File: config.mk
export PLATFORM = sky130hd
export DESIGN_NAME = tcp_timer_compare
export DESIGN_NICKNAME = d
export VERILOG_FILES = /design/src/common/tcp_pkg.sv /design/src/rtl/tcp_timer_compare.sv
export SDC_FILE = /design/constraint.sdc
export NUM_CORES = 1
export LEC_CHECK = 0
export BUFFER_PORTS_ARGS = -buffer_cell sky130_fd_sc_hd__buf_2
export CORE_MARGIN = 2
export CORE_UTILIZATION = 56
export CTS_CLUSTER_DIAMETER = 30
export DETAILED_ROUTE_END_ITERATION = 10
export GPL_TIMING_DRIVEN = 0
export PLACE_DENSITY_LB_ADDON = 0.1
export SYNTH_ARGS = -nofsm -noshare
export SYNTH_HDL_FRONTEND = slang
export SYNTH_SLANG_ARGS = --single-unit
File: constraint.sdc
create_clock -name clk -period 3.75 [get_ports clk]
set_clock_uncertainty 0.1 [all_clocks]
set_input_delay 0 -clock clk [delete_from_list [all_inputs] [get_ports clk]]
set_output_delay 0 -clock clk [all_outputs]
set_load 0.005 [all_outputs]
File: src/common/tcp_pkg.sv
package tcp_pkg;

  // Register offsets (byte addresses, one word each)
  localparam logic [7:0] OFF_CONTROL_ONE = 8'h00;
  localparam logic [7:0] OFF_CONTROL_TWO = 8'h04;
  localparam logic [7:0] OFF_STATUS = 8'h08;
  localparam logic [7:0] OFF_CMP1_HIGH = 8'h0C;
  localparam logic [7:0] OFF_CMP1_LOW = 8'h10;
  localparam logic [7:0] OFF_CMP2_HIGH = 8'h14;
  localparam logic [7:0] OFF_CMP2_LOW = 8'h18;

  // Reset and load values
  localparam logic [15:0] CMP_RESET = 16'h8000;
  localparam logic [15:0] CNT_RELOAD = 16'hFFFC;
  localparam logic [15:0] CAP_PULSE_LOAD = 16'hFFFD;
  localparam logic [7:0] CTL_ONE_RESET = 8'h00;
  localparam logic [3:0] CTL_TWO_RESET = 4'h0;

  // Control one layout, bit 7 down to bit 0
  typedef struct packed {
    logic cap_irq_en;
    logic cmp_irq_en;
    logic spare;
    logic force_two;
    logic force_one;
    logic level_two;
    logic edge_sel_one;
    logic level_one;
  } tcp_ctl_one_t;

  // Control two layout, bit 3 down to bit 0
  typedef struct packed {
    logic pwm_select;
    logic single_pulse_select;
    logic pin_en_two;
    logic pin_en_one;
  } tcp_ctl_two_t;

  // Load strobe with its value
  typedef struct packed {
    logic load;
    logic [15:0] value;
  } tcp_load_t;

  typedef enum logic [2:0] {
    TCP_MODE_NORMAL = 3'h1,
    TCP_MODE_PULSE = 3'h2,
    TCP_MODE_PWM = 3'h4
  } tcp_mode_t;

endpackage

File: src/rtl/tcp_timer_compare.sv
`timescale 1ns/1ps
module tcp_timer_compare #(
  parameter int ADDR_W = 8
) (
  input wire logic clk,                       // System clock
  input wire logic sys_rst,                   // Async reset, high
  input wire logic psel,                      // APB select
  input wire logic penable,                   // APB enable
  input wire logic pwrite,                    // APB direction
  input wire logic [ADDR_W-1:0] paddr,        // APB byte address
  input wire logic [31:0] pwdata,             // APB write data
  input wire logic [3:0] pstrb,               // APB byte strobes
  output logic [31:0] prdata,                 // APB read data
  output logic pready,                        // APB ready
  output logic pslverr,                       // APB error
  input wire logic timer_tick,                // One timer clock cycle
  input wire logic [15:0] counter_value,      // Free running count
  input wire logic capture_pin_one_edge,      // Valid edge, pin one
  input wire logic capture_flag_one,          // Capture flag one state
  input wire logic irq_mask,                  // Global mask, high masks
  output logic capture_edge_select_one,       // Edge choice for pin one
  output tcp_pkg::tcp_load_t counter_reload,  // Counter reload strobe
  output tcp_pkg::tcp_load_t capture_one_load,// Capture one load strobe
  output logic capture_one_set,               // Set capture flag one
  output logic capture_one_disable,           // Stop captures on pin one
  output logic [1:0] compare_output_pin,      // Compare pin levels
  output logic [1:0] compare_pin_drive,       // Compare pin enables
  output logic timer_irq                      // Timer interrupt request
);

  // Address match helper
  function automatic logic is_hit(input logic [ADDR_W-1:0] a,
                                  input logic [7:0] off);
    is_hit = (a == ADDR_W'(off));
  endfunction

  tcp_pkg::tcp_ctl_one_t ctl1;
  tcp_pkg::tcp_ctl_two_t ctl2;
  tcp_pkg::tcp_mode_t mode;
  logic [15:0] cmp_val [2];
  logic [15:0] active [2];
  logic [15:0] next_active [2];
  logic [1:0] inhibit;
  logic [1:0] flag;
  logic [1:0] armed;
  logic [1:0] pin;
  logic [1:0] next_inhibit;
  logic [1:0] next_flag;
  logic [1:0] next_armed;
  logic [1:0] next_pin;
  logic [31:0] next_prdata;

  // APB phase and decode
  wire setup = psel & ~penable;
  wire access = psel & penable;
  wire wr = access & pwrite & pstrb[0];
  wire rd = access & ~pwrite;
  wire hit_ctl1 = is_hit(paddr, tcp_pkg::OFF_CONTROL_ONE);
  wire hit_ctl2 = is_hit(paddr, tcp_pkg::OFF_CONTROL_TWO);
  wire hit_stat = is_hit(paddr, tcp_pkg::OFF_STATUS);
  wire [1:0] hit_hi = {is_hit(paddr, tcp_pkg::OFF_CMP2_HIGH),
                       is_hit(paddr, tcp_pkg::OFF_CMP1_HIGH)};
  wire [1:0] hit_lo = {is_hit(paddr, tcp_pkg::OFF_CMP2_LOW),
                       is_hit(paddr, tcp_pkg::OFF_CMP1_LOW)};
  wire mapped = hit_ctl1 | hit_ctl2 | hit_stat | (|hit_hi) | (|hit_lo);
  wire [1:0] hi_wr = hit_hi & {2{wr}};
  wire [1:0] lo_wr = hit_lo & {2{wr}};
  wire [1:0] lo_acc = hit_lo & {2{access}};
  wire stat_rd = rd & hit_stat;

  // Zero wait state slave, error on unmapped access
  assign pready = 1'b1;
  assign pslverr = access & ~mapped;

  // Mode select, PWM takes precedence
  assign mode = ctl2.pwm_select ? tcp_pkg::TCP_MODE_PWM :
                ctl2.single_pulse_select ? tcp_pkg::TCP_MODE_PULSE :
                tcp_pkg::TCP_MODE_NORMAL;
  wire is_normal = (mode == tcp_pkg::TCP_MODE_NORMAL);
  wire is_pulse = (mode == tcp_pkg::TCP_MODE_PULSE);
  wire is_pwm = (mode == tcp_pkg::TCP_MODE_PWM);

  // Compare against the running count each timer tick
  wire [1:0] match;
  assign match[0] = timer_tick & (counter_value == active[0])
                    & ~inhibit[0];
  assign match[1] = timer_tick & (counter_value == active[1])
                    & ~inhibit[1];
  wire pulse_trig = is_pulse & capture_pin_one_edge;
  wire period_end = is_pwm & match[1];

  // Flags set outside PWM; flag one never in pulse mode
  wire [1:0] set_flag = {match[1] & ~is_pwm,
                         match[0] & is_normal};
  wire [1:0] clr_flag = armed & lo_acc;

  // Flag, arm and inhibit next values; set wins over clear
  assign next_flag = set_flag | (flag & ~clr_flag);
  assign next_armed = ({2{stat_rd}} & flag) | (armed & ~lo_acc);
  assign next_inhibit = hi_wr | (inhibit & ~lo_wr);

  // Working compare values, buffered in PWM until period end
  always_comb begin
    for (int i = 0; i < 2; i++) begin
      if (!is_pwm || period_end) begin
        next_active[i] = cmp_val[i];
      end else begin
        next_active[i] = active[i];
      end
    end
  end

  // Compare pin levels by mode
  always_comb begin
    next_pin = pin;
    unique case (mode)
      tcp_pkg::TCP_MODE_NORMAL: begin
        if (ctl2.pin_en_one && (match[0] || ctl1.force_one)) begin
          next_pin[0] = ctl1.level_one;
        end
        if (ctl2.pin_en_two && (match[1] || ctl1.force_two)) begin
          next_pin[1] = ctl1.level_two;
        end
      end
      tcp_pkg::TCP_MODE_PULSE: begin
        if (ctl2.pin_en_one && pulse_trig) begin
          next_pin[0] = ctl1.level_two;
        end else if (ctl2.pin_en_one && match[0]) begin
          next_pin[0] = ctl1.level_one;
        end
      end
      tcp_pkg::TCP_MODE_PWM: begin
        if (ctl2.pin_en_one && match[1]) begin
          next_pin[0] = ctl1.level_two;
        end else if (ctl2.pin_en_one && match[0]) begin
          next_pin[0] = ctl1.level_one;
        end
      end
    endcase
  end

  // Read data mux, sampled in the setup phase
  always_comb begin
    next_prdata = 32'h0000_0000;
    if (hit_ctl1) begin
      next_prdata[7:0] = ctl1;
    end else if (hit_ctl2) begin
      next_prdata[3:0] = ctl2;
    end else if (hit_stat) begin
      next_prdata[1:0] = flag;
    end else if (hit_hi[0]) begin
      next_prdata[7:0] = cmp_val[0][15:8];
    end else if (hit_lo[0]) begin
      next_prdata[7:0] = cmp_val[0][7:0];
    end else if (hit_hi[1]) begin
      next_prdata[7:0] = cmp_val[1][15:8];
    end else if (hit_lo[1]) begin
      next_prdata[7:0] = cmp_val[1][7:0];
    end
  end

  // Control registers
  always_ff @(posedge clk or posedge sys_rst) begin
    if (sys_rst) begin
      ctl1 <= tcp_pkg::CTL_ONE_RESET;
      ctl2 <= tcp_pkg::CTL_TWO_RESET;
    end else begin
      if (wr && hit_ctl1) begin
        ctl1 <= {pwdata[7:6], 1'b0, pwdata[4:0]};
      end
      if (wr && hit_ctl2) begin
        ctl2 <= pwdata[3:0];
      end
    end
  end

  // Compare value registers, written only by software
  always_ff @(posedge clk or posedge sys_rst) begin
    if (sys_rst) begin
      cmp_val[0] <= tcp_pkg::CMP_RESET;
      cmp_val[1] <= tcp_pkg::CMP_RESET;
    end else begin
      for (int i = 0; i < 2; i++) begin
        if (hi_wr[i]) begin
          cmp_val[i][15:8] <= pwdata[7:0];
        end
        if (lo_wr[i]) begin
          cmp_val[i][7:0] <= pwdata[7:0];
        end
      end
    end
  end

  // Working compare values
  always_ff @(posedge clk or posedge sys_rst) begin
    if (sys_rst) begin
      active[0] <= tcp_pkg::CMP_RESET;
      active[1] <= tcp_pkg::CMP_RESET;
    end else begin
      active[0] <= next_active[0];
      active[1] <= next_active[1];
    end
  end

  // Flag, arm, inhibit, pin and read data state
  always_ff @(posedge clk or posedge sys_rst) begin
    if (sys_rst) begin
      flag <= 2'h0;
      armed <= 2'h0;
      inhibit <= 2'h0;
      pin <= 2'h0;
      prdata <= 32'h0000_0000;
    end else begin
      flag <= next_flag;
      armed <= next_armed;
      inhibit <= next_inhibit;
      pin <= next_pin;
      if (setup) begin
        prdata <= next_prdata;
      end
    end
  end

  // Pin outputs; a disabled pin stays general I/O
  assign compare_output_pin = pin;
  assign compare_pin_drive = {ctl2.pin_en_two, ctl2.pin_en_one};

  // Links to counter and capture sections
  assign capture_edge_select_one = ctl1.edge_sel_one;
  assign capture_one_disable = ~is_normal;
  assign counter_reload.load = pulse_trig | period_end;
  assign counter_reload.value = tcp_pkg::CNT_RELOAD;
  assign capture_one_load.load = pulse_trig;
  assign capture_one_load.value = tcp_pkg::CAP_PULSE_LOAD;
  assign capture_one_set = pulse_trig | period_end;

  // Interrupt request, gated by the global mask
  assign timer_irq = ~irq_mask & ((ctl1.cmp_irq_en & (|flag))
                     | (ctl1.cap_irq_en & capture_flag_one));
endmodule

# Yosys cells after proc, flatten, opt, wreduce, memory -nomap -nowiden
# Index checks and enable logic that the tools add are counted.
# word_totals
out_inout_bits,76
regBits,91
word_cells,113
inputBits,69
# op_classes
eq_ne,12
n_mux,16
n_bitwise,46
reduce_logical,16
# op_table
cell,n
$mux 8,5
$eq 16x16->1,2
$eq 8x5->1 const B,3
$and 1x1->1,18
$and 2x2->2,8
$eq 8x4->1 const B,2
$eq 8x3->1 const B,1
$logic_not 8->1,1
$mux 4,2
$not 1->1,8
$logic_and 1x1->1,7
$mux 6,1
$not 2->2,3
$or 1x1->1,6
$or 2x2->2,3
$reduce_or 2->1,3
$mux 1,4
$mux 2,2
$eq 3x1->1 const B,1
$eq 3x2->1 const B,1
$eq 3x3->1 const B,1
$logic_or 1x1->1,3
$mux 3,1
$pmux 1 s3,1
3 further kinds,3

# Depth between registers and ports, before layout
# Gate-level depths: netlist of the first run.
# logic_depth
depth_word,8
depth_mapped,8
depth_no_buf,6

# Worst setup path before layout of the first run
# No wires, ideal clock.
# synth_timing
path_type,register to register
start,register active[15] (netlist bit)
end,register active[0] (netlist bit)
required_time_ns,3.525
slack_ns,1.653
path_stages_with_launch,8
period_less_slack_ns,2.097
arrival_time_ns,1.872
path_cell_list,dfstp_2 xnor2_1 nand4_1 nor3_1 nand2_1 nand2_1 buf_1 mux2_2
# synth_via
elab_chain_cells,5
# synth_lines
element,line,source
start: declaration,tcp_timer_compare.sv:41,logic [15:0] active [2];
$eq 16x16->1,tcp_timer_compare.sv:87,assign match[1] = timer_tick & (counter_value == active[1])
$and 1x1->1,tcp_timer_compare.sv:87,
$and 1x1->1,tcp_timer_compare.sv:88,& ~inhibit[1];
$and 1x1->1,tcp_timer_compare.sv:90,wire period_end = is_pwm & match[1];
$logic_or 1x1->1,tcp_timer_compare.sv:105,if (!is_pwm || period_end) begin
# Every way passes these cells.
# A chain may end at the register's enable or synchronous reset.

# Worst setup path after layout of the first run
# layout_timing
start,register active[15] (netlist bit)
end,register active[2] (netlist bit)
# Same word-level chain as after synthesis.

==> out/qor.yml, run 1 <==
maxClockFrequency_ghz: 0.357
worst_setup_path_start_kind: "flop"
worstHoldStart: "timer_tick"
fp.dieW_um: 97.2
rows: 33
maxCapViolations: 0
maxSlewViolCount: 0
root_buffer: "clkbuf_8"
drt-initial-drc-count: 161
htree_levels: 3
vias: 3537
synth_warnings: 0
hold_violations: 0
grt.total_usage_pct: 24.7
synth_edf_count: 0
max_slew_margin_pct: 45.1
worstSetupEndpoint: "active[2]"
ant_nets: 0
clkLatencyLatePin_ns: 0.36
io_buffers: 59
cellPowerDensity_nw_per_um2: 318
io_pins: 145
p_leak_nw: 2.91
rrSetupSlack_ns: 0.95
r2r-start: "active[15]"
start_util_pct: 58.6
fin_nets: 632
vias_per_cell: 5.26
final_common_cell: "dfrtp_1"
cp_max_fo: 10
areaGrowthSynthToFinish_pct: 20.1
clock_path_buffers: 2
dieArea_um2: 9440
wire_per_inst_um: 16.8
async_flop_share_pct: 100
drive_gt1_share_pct: 39.6
dp_hpwl_um: 8240
route.detailed.drc: 0
synthDistinctLibCells: 49
crit_required_ns: 3.90
cts_setup_buffers: 0
dr.pass1.iters: 4
fp.dieH_um: 97.2
core_area_um2: 8300
ys_seq_area_share_pct: 47.0
grt_max_degree: 60
cts_tree: "done"
ir_drop_v: 0.000223
worstSetupPathType: "flop to flop"
antenna_cells: 0
min_path_type: "input pin to flop"
r2r_cells: 7
setup_violations: 0
syn-cell-area_um2: 4860
grt_pass1_vias: 3447
endpoint_kind: "flop"
final_cell_mix: "dfrtp_1, mux2_2, buf_4"
worst_pin_slew_ns: 0.824
outcome: "finished clean"
antenna_found_initial: 0
finalPower_w: 0.00186
syn_avg_cell_area_um2: 11.4
fin_crit_ns: 2.80
synth-seq-cells: 91
ys.flop_type: "dfrtp_1"
cts_resized: 0
fin_setup_tns_ns: 0
grt_overflow: 0
grt_pass1_wl_um: 18200
critPathArrivalTime_ns: 2.95
numCtsBuffers: 9
clock-sinks: 91
gp_congestion: 0.851
final.period_utilization_pct: 74.7
setup.worst_path.start: "active[15]"
rsz0062_at_grt: "false"
crit-reg2reg-capture: "active[2]"
clk_pin_slew_worst_paths_ns: 0.09
wirelength_um: 11300
syn_inst: 426
==> report_power, final <==
group	internal [W]	switching [W]	total, W
Combinational	0.0000898	0.0000964	0.000186
Sequential	0.000986	0.00000489	0.000991
Clock	0.000326	0.000353	0.000679
==> timing repair <==
action / in CTS / in global routing
setup endpoints to repair: 0 / 0
endpoints found under the hold margin: 134 / 0
hold buffers: 11 / 0
==> worst max-delay path, cell delays in order (launching register included) <==
cell and delay [ns]:
dfstp_2 0.55, xnor2_1 0.12, nand4_1 0.16, nor3_1 0.33, nand2_1 0.15, nand2_1 0.23
buf_1 0.63, mux2_2 0.42
==> registers in the layout (all words and copies together), names as in the netlist <==
signal and cells:
active 32, prdata 8, inhibit 2, armed 2
flag 2, compare_output_pin 2, capture_edge_select_one 1, ctl1 6
cmp_val 32, compare_pin_drive 2, ctl2 2
==> cells in the mapped netlist (all sizes together) (4+ instances only) <==
cell type	number	area (um^2)
buf	70	513
nand2b	4	25.0
and2	4	25.0
a221oi	5	43.8
a22o	4	35.0
mux2	74	852
clkbuf	6	22.5
dfstp	4	105
nor2	10	37.5
o21ai	22	110
nor3	4	36.3
mux2i	7	70.1
dfrtp	87	2180
xnor2	32	280
nand3	8	40.0
nand4	8	50.1
inv	10	37.5
nand2	24	92.6
a21oi	12	60.1
==> worst min path at each step <==
| stage | endpoint | slack [ns] | cells after the start |
|---|---|---|---|
| 6_report | flag[1] | 0.04 | 5 |
| 3_3_place_gp | timer_irq | 0.11 | 3 |
| 5_1_grt | prdata[0] | 0.08 | 3 |
| 4_1_cts | flag[1] | 0.02 | 5 |
| 3_5_place_dp | cmp_val[9] | -0.05 | 2 |
| 2_1_floorplan | timer_irq | -0.07 | 1 |
==> metal layers <==
layer | up-vias | routed length (um) | GRT usage [%]
li1 | 1656 | - | -
met1 | 1691 | 4890 | 32.8
met2 | 165 | 5250 | 39.5
met3 | 25 | 910 | 5.04
met4 | 0 | 276 | 10.8
met5 | - | 0 | 0
==> through the flow <==
step                cells  worst slack (ns)  hold slack (ns)  instance area (um^2)  utilization, %
floorplan             481              1.29          -0.0724                  5070               -
global placement      645             0.262            0.113                  5490            66.2
detailed placement    646              1.02          -0.0535                  5520            66.5
CTS                   673             0.982           0.0245                  5830            70.3
global route          673             0.810           0.0818                  5830            70.3
finish                673             0.949           0.0386                  5830            70.3
==> cell families (layout without fill, tap and decap cells) <==
family          after synthesis  count (layout)  share of synthesized area [%]
other cells                   2              57                          0.155
xor+xnor                     32              32                           5.77
simple gates                 73              73                           8.16
buf+inv                      86             173                           11.8
compound gates               61              61                           8.19
mux                          81              81                           19.0
flops                        91              91                           47.0
==> area by class of cell <==
class	count	area [um^2]
Fill cell	642	2460
Sequential cell	91	2280
Multi-Input combinational cell	304	2210
Buffer	76	536
Timing Repair Buffer	71	433
Clock buffer	10	138
Tap cell	105	131
Clock inverter	6	63.8
Inverter	10	40.0
Power figures use the tool's default switching activity.
==> run 2: changes to the inputs <==
Settings changed: ABC_AREA set to 1, CORE_UTILIZATION 56 to 48.
Clock period 3.75 ns to 2.5 ns, I/O delays scaled along.
==> out/qor.yml, run 2 <==
maxClockFrequency_ghz: 0.432
clkPwrFrac_pct: 35.3  # -1.3 points
fillCellCount: 1021  # +59%
endpoint_kind: "flop"
ys.flop_type: "dfrtp_1"
comb_power_share_pct: 12.6  # +2.6 points
antenna_cells: 0  # unchanged
grt_overflow: 0  # unchanged
fin_setup_tns_ns: 0  # unchanged
syn-cell-area_um2: 5340  # +9.9%
rows: 38  # +15%
synth_area_leaders: "dfrtp_1, nand2_1, buf_4"
syn_inst: 691  # +62%
yosysTopAreaCell: "dfrtp_1"
cpPeakStageDelay_ns: 0.58  # -0.05 ns
seqPwrFrac_pct: 52.0  # -1.4 points
yosysMostFrequentCell: "nand2_1"
final_area_um2: 6430  # +10%
drive_gt1_share_pct: 24.4  # -15 points
clkLatencyLatePin_ns: 0.36  # about the same
final.period_utilization_pct: 92.6
dr.pass1.iters: 5  # +1
place_ws_ns: 0.540  # -0.476 ns
wirelength_um: 14000  # +23%
worst_pin_slew_ns: 0.601  # -0.224 ns
clk_pin_slew_worst_paths_ns: 0.08  # about the same
netlist_top_cells_count: "nand2_1, dfrtp_1, inv_1"
areaGrowthSynthToFinish_pct: 20.4
r2r-start: "active[7]"
setup_violations: 0  # unchanged
root_buffer: "clkbuf_8"
grt_max_degree: 63  # +5.0%
maxCapViolations: 0  # unchanged
clock_path_buffers: 2  # unchanged
finalWorstSetupSlack_ns: 0.184  # -0.765 ns
place_area_um2: 6050  # +9.6%
cp_slowest_cell: "dlygate4sd3_1"
grt_util_met3_pct: 4.15  # -0.89 points
gp_congestion: 0.938  # +10%
final_cell_mix: "nand2_1, dfrtp_1, inv_1"
grt.total_usage_pct: 24.7  # -0.042 points
outcome: "finished clean"
core_area_um2: 10800  # +31%
grt_pass1_wl_um: 22300  # +23%
multi_input_area_um2: 2330  # +5.2%
dieArea_um2: 12000  # +27%
final_common_cell: "nand2_1"
maxSlewViolCount: 0  # unchanged
max_slew_margin_pct: 60.0  # +15 points
worstSetupPathType: "input pin to flop"
worst_setup_path_start_kind: "input pin"
p_int_w: 0.00215  # +54%
clock-sinks: 91  # unchanged
synthDistinctLibCells: 40  # -18%
fp.dieH_um: 109  # +13%
vias: 4707  # +33%
crit-reg2reg-capture: "active[23]"
p_switching_w: 0.000751  # +65%
cpMostUsedCell: "dlygate4sd3_1"
io_buffers: 60  # +1.7%
min_path_type: "input pin to flop"
dp_hpwl_um: 10900  # +32%
met2_usage_pct: 40.5  # +0.95 points
drt-initial-drc-count: 302  # +88%
worstSetupEndpoint: "armed[1]"
antenna_found_initial: 0  # unchanged
synth_top_area_share_pct: 40.8  # -4.0 points
async_flop_share_pct: 100  # unchanged
syn_avg_cell_area_um2: 7.73  # -32%
synth_warnings: 0  # unchanged
vias_per_cell: 4.80  # -8.7%
p_leak_nw: 3.38  # +16%
cellPowerDensity_nw_per_um2: 452  # +42%
met1_usage_pct: 33.3  # +0.50 points
rsz0062_at_grt: "false"
ir_drop_v: 0.000312  # +40%
start_util_pct: 49.3  # -9.3 points
top_regs: "active x32, cmp_val x32, prdata x8"
setup.worst_path.start: "paddr[2]"
synth_edf_count: 0  # unchanged
r2r_cells: 10  # +3
grt_pass1_vias: 4362  # +27%
final-seq-area_um2: 2280  # unchanged
cp_max_fo: 5  # -5
synth-seq-cells: 91  # unchanged
fin_nets: 905  # +43%
ant_nets: 0  # unchanged
top_usage_layer: "met2"
crit_required_ns: 2.69  # -1.21 ns
cts_tree: "done"
hold_violations: 0  # unchanged
crit_chain: "dlygate4sd3_1, buf_2, nor4_2, nand3_1, dlygate4sd3_1, nand2_1, dlygate4sd3_1"
htree_levels: 3  # unchanged
fin_crit_ns: 2.32
io_pins: 145  # unchanged
critPathArrivalTime_ns: 2.51  # -0.44 ns
fp.dieW_um: 109  # +13%
rrSetupSlack_ns: 0.54  # -0.41 ns
numCtsBuffers: 9  # unchanged
sw_frac_of_total_pct: 25.9  # +1.4 points
ys_seq_area_share_pct: 42.7  # -4.2 points
wire_per_inst_um: 14.2  # -15%
route.detailed.drc: 0  # unchanged
-- run 2: changes by cell type after synthesis, moves of 6 or more --
| cell | before | now |
|---|---|---|
| mux2i_1 | 7 | 0 |
| o21ai_0 | 22 | 49 |
| nor2_1 | 10 | 47 |
| nand3_1 | 8 | 23 |
| o21ai_1 | 0 | 22 |
| inv_1 | 10 | 86 |
| nand2_1 | 23 | 190 |
| inv_2 | 0 | 7 |
| xnor2_1 | 32 | 7 |
| a21oi_1 | 12 | 18 |
| mux2_2 | 69 | 0 |
| o21ai_2 | 0 | 19 |
-- run 2: through the flow --
stage	instances	util (%)	power [W]	hold slack, ns
detailed placement	947	55.8	0.00189	-0.0654
global route	981	59.3	0.00303	0.0136
CTS	982	59.4	0.00292	0.00000314
floorplan	746	-	0.00177	-0.0724
finish	981	59.3	0.00291	0.0133
global placement	946	55.6	0.00187	0.115
-- run 2: cells by family (layout without fill, tap and decap cells) --
logic type | count (synthesis) | after routing | synth area share, %
AO/OA/AOI/OAI | 122 | 122 | 13.4
XOR/XNOR | 8 | 8 | 1.31
buffers and inverters | 172 | 267 | 17.6
flip-flops | 91 | 91 | 42.7
other | 2 | 57 | 0.141
AND/OR/NAND/NOR | 296 | 296 | 24.7
-- run 2: routing by layer --
layer / vias to the layer above / part of all wire (%)
li1: 2349 / -
met3: 24 / 6.9
met1: 2167 / 44
met2: 167 / 47
met4: 0 / 2.1
met5: - / 0
-- run 2: power groups by stage --
stage                     clock [W]  combinational (W)  sequential [W]
after floorplan                   0           0.000231         0.00154
after global placement            0           0.000334         0.00154
after detailed placement          0           0.000346         0.00154
after CTS                   0.00104           0.000366         0.00151
after global routing        0.00110           0.000418         0.00152
final                       0.00103           0.000368         0.00151
-- run 2: what timing repair did --
item | in CTS | in global routing
hold endpoints to repair | 138 | 0
hold buffers | 19 | 0
gates resized for setup | 0 | 1
buffers inserted | 0 | 0
endpoints found under the setup margin | 0 | 1
-- run 2: worst min path at each step --
stage	from	end	cells after the start
2_1_floorplan	irq_mask	timer_irq	1
3_3_place_gp	irq_mask	timer_irq	3
3_5_place_dp	sys_rst	cmp_val[5]	2
4_1_cts	pstrb[0]	inhibit[0]	4
5_1_grt	pstrb[0]	inhibit[0]	4
6_report	pstrb[0]	cmp_val[18]	5
-- run 2: cell type report --
class / count / share of cell area (%)
buffer: 76 / 8.93
clock buffer: 13 / 2.31
clock inverter: 3 / 0.739
inverter: 96 / 5.76
multi-input combinational: 483 / 36.2
sequential: 91 / 35.5
tap: 140 / 2.72
timing repair buffer: 79 / 7.90
-- run 2: worst max-delay path, delay by kind of cell --
family,cells,cell delay [ns]
buffers and inverters,4,1.85
and+or+nand+nor,3,0.67
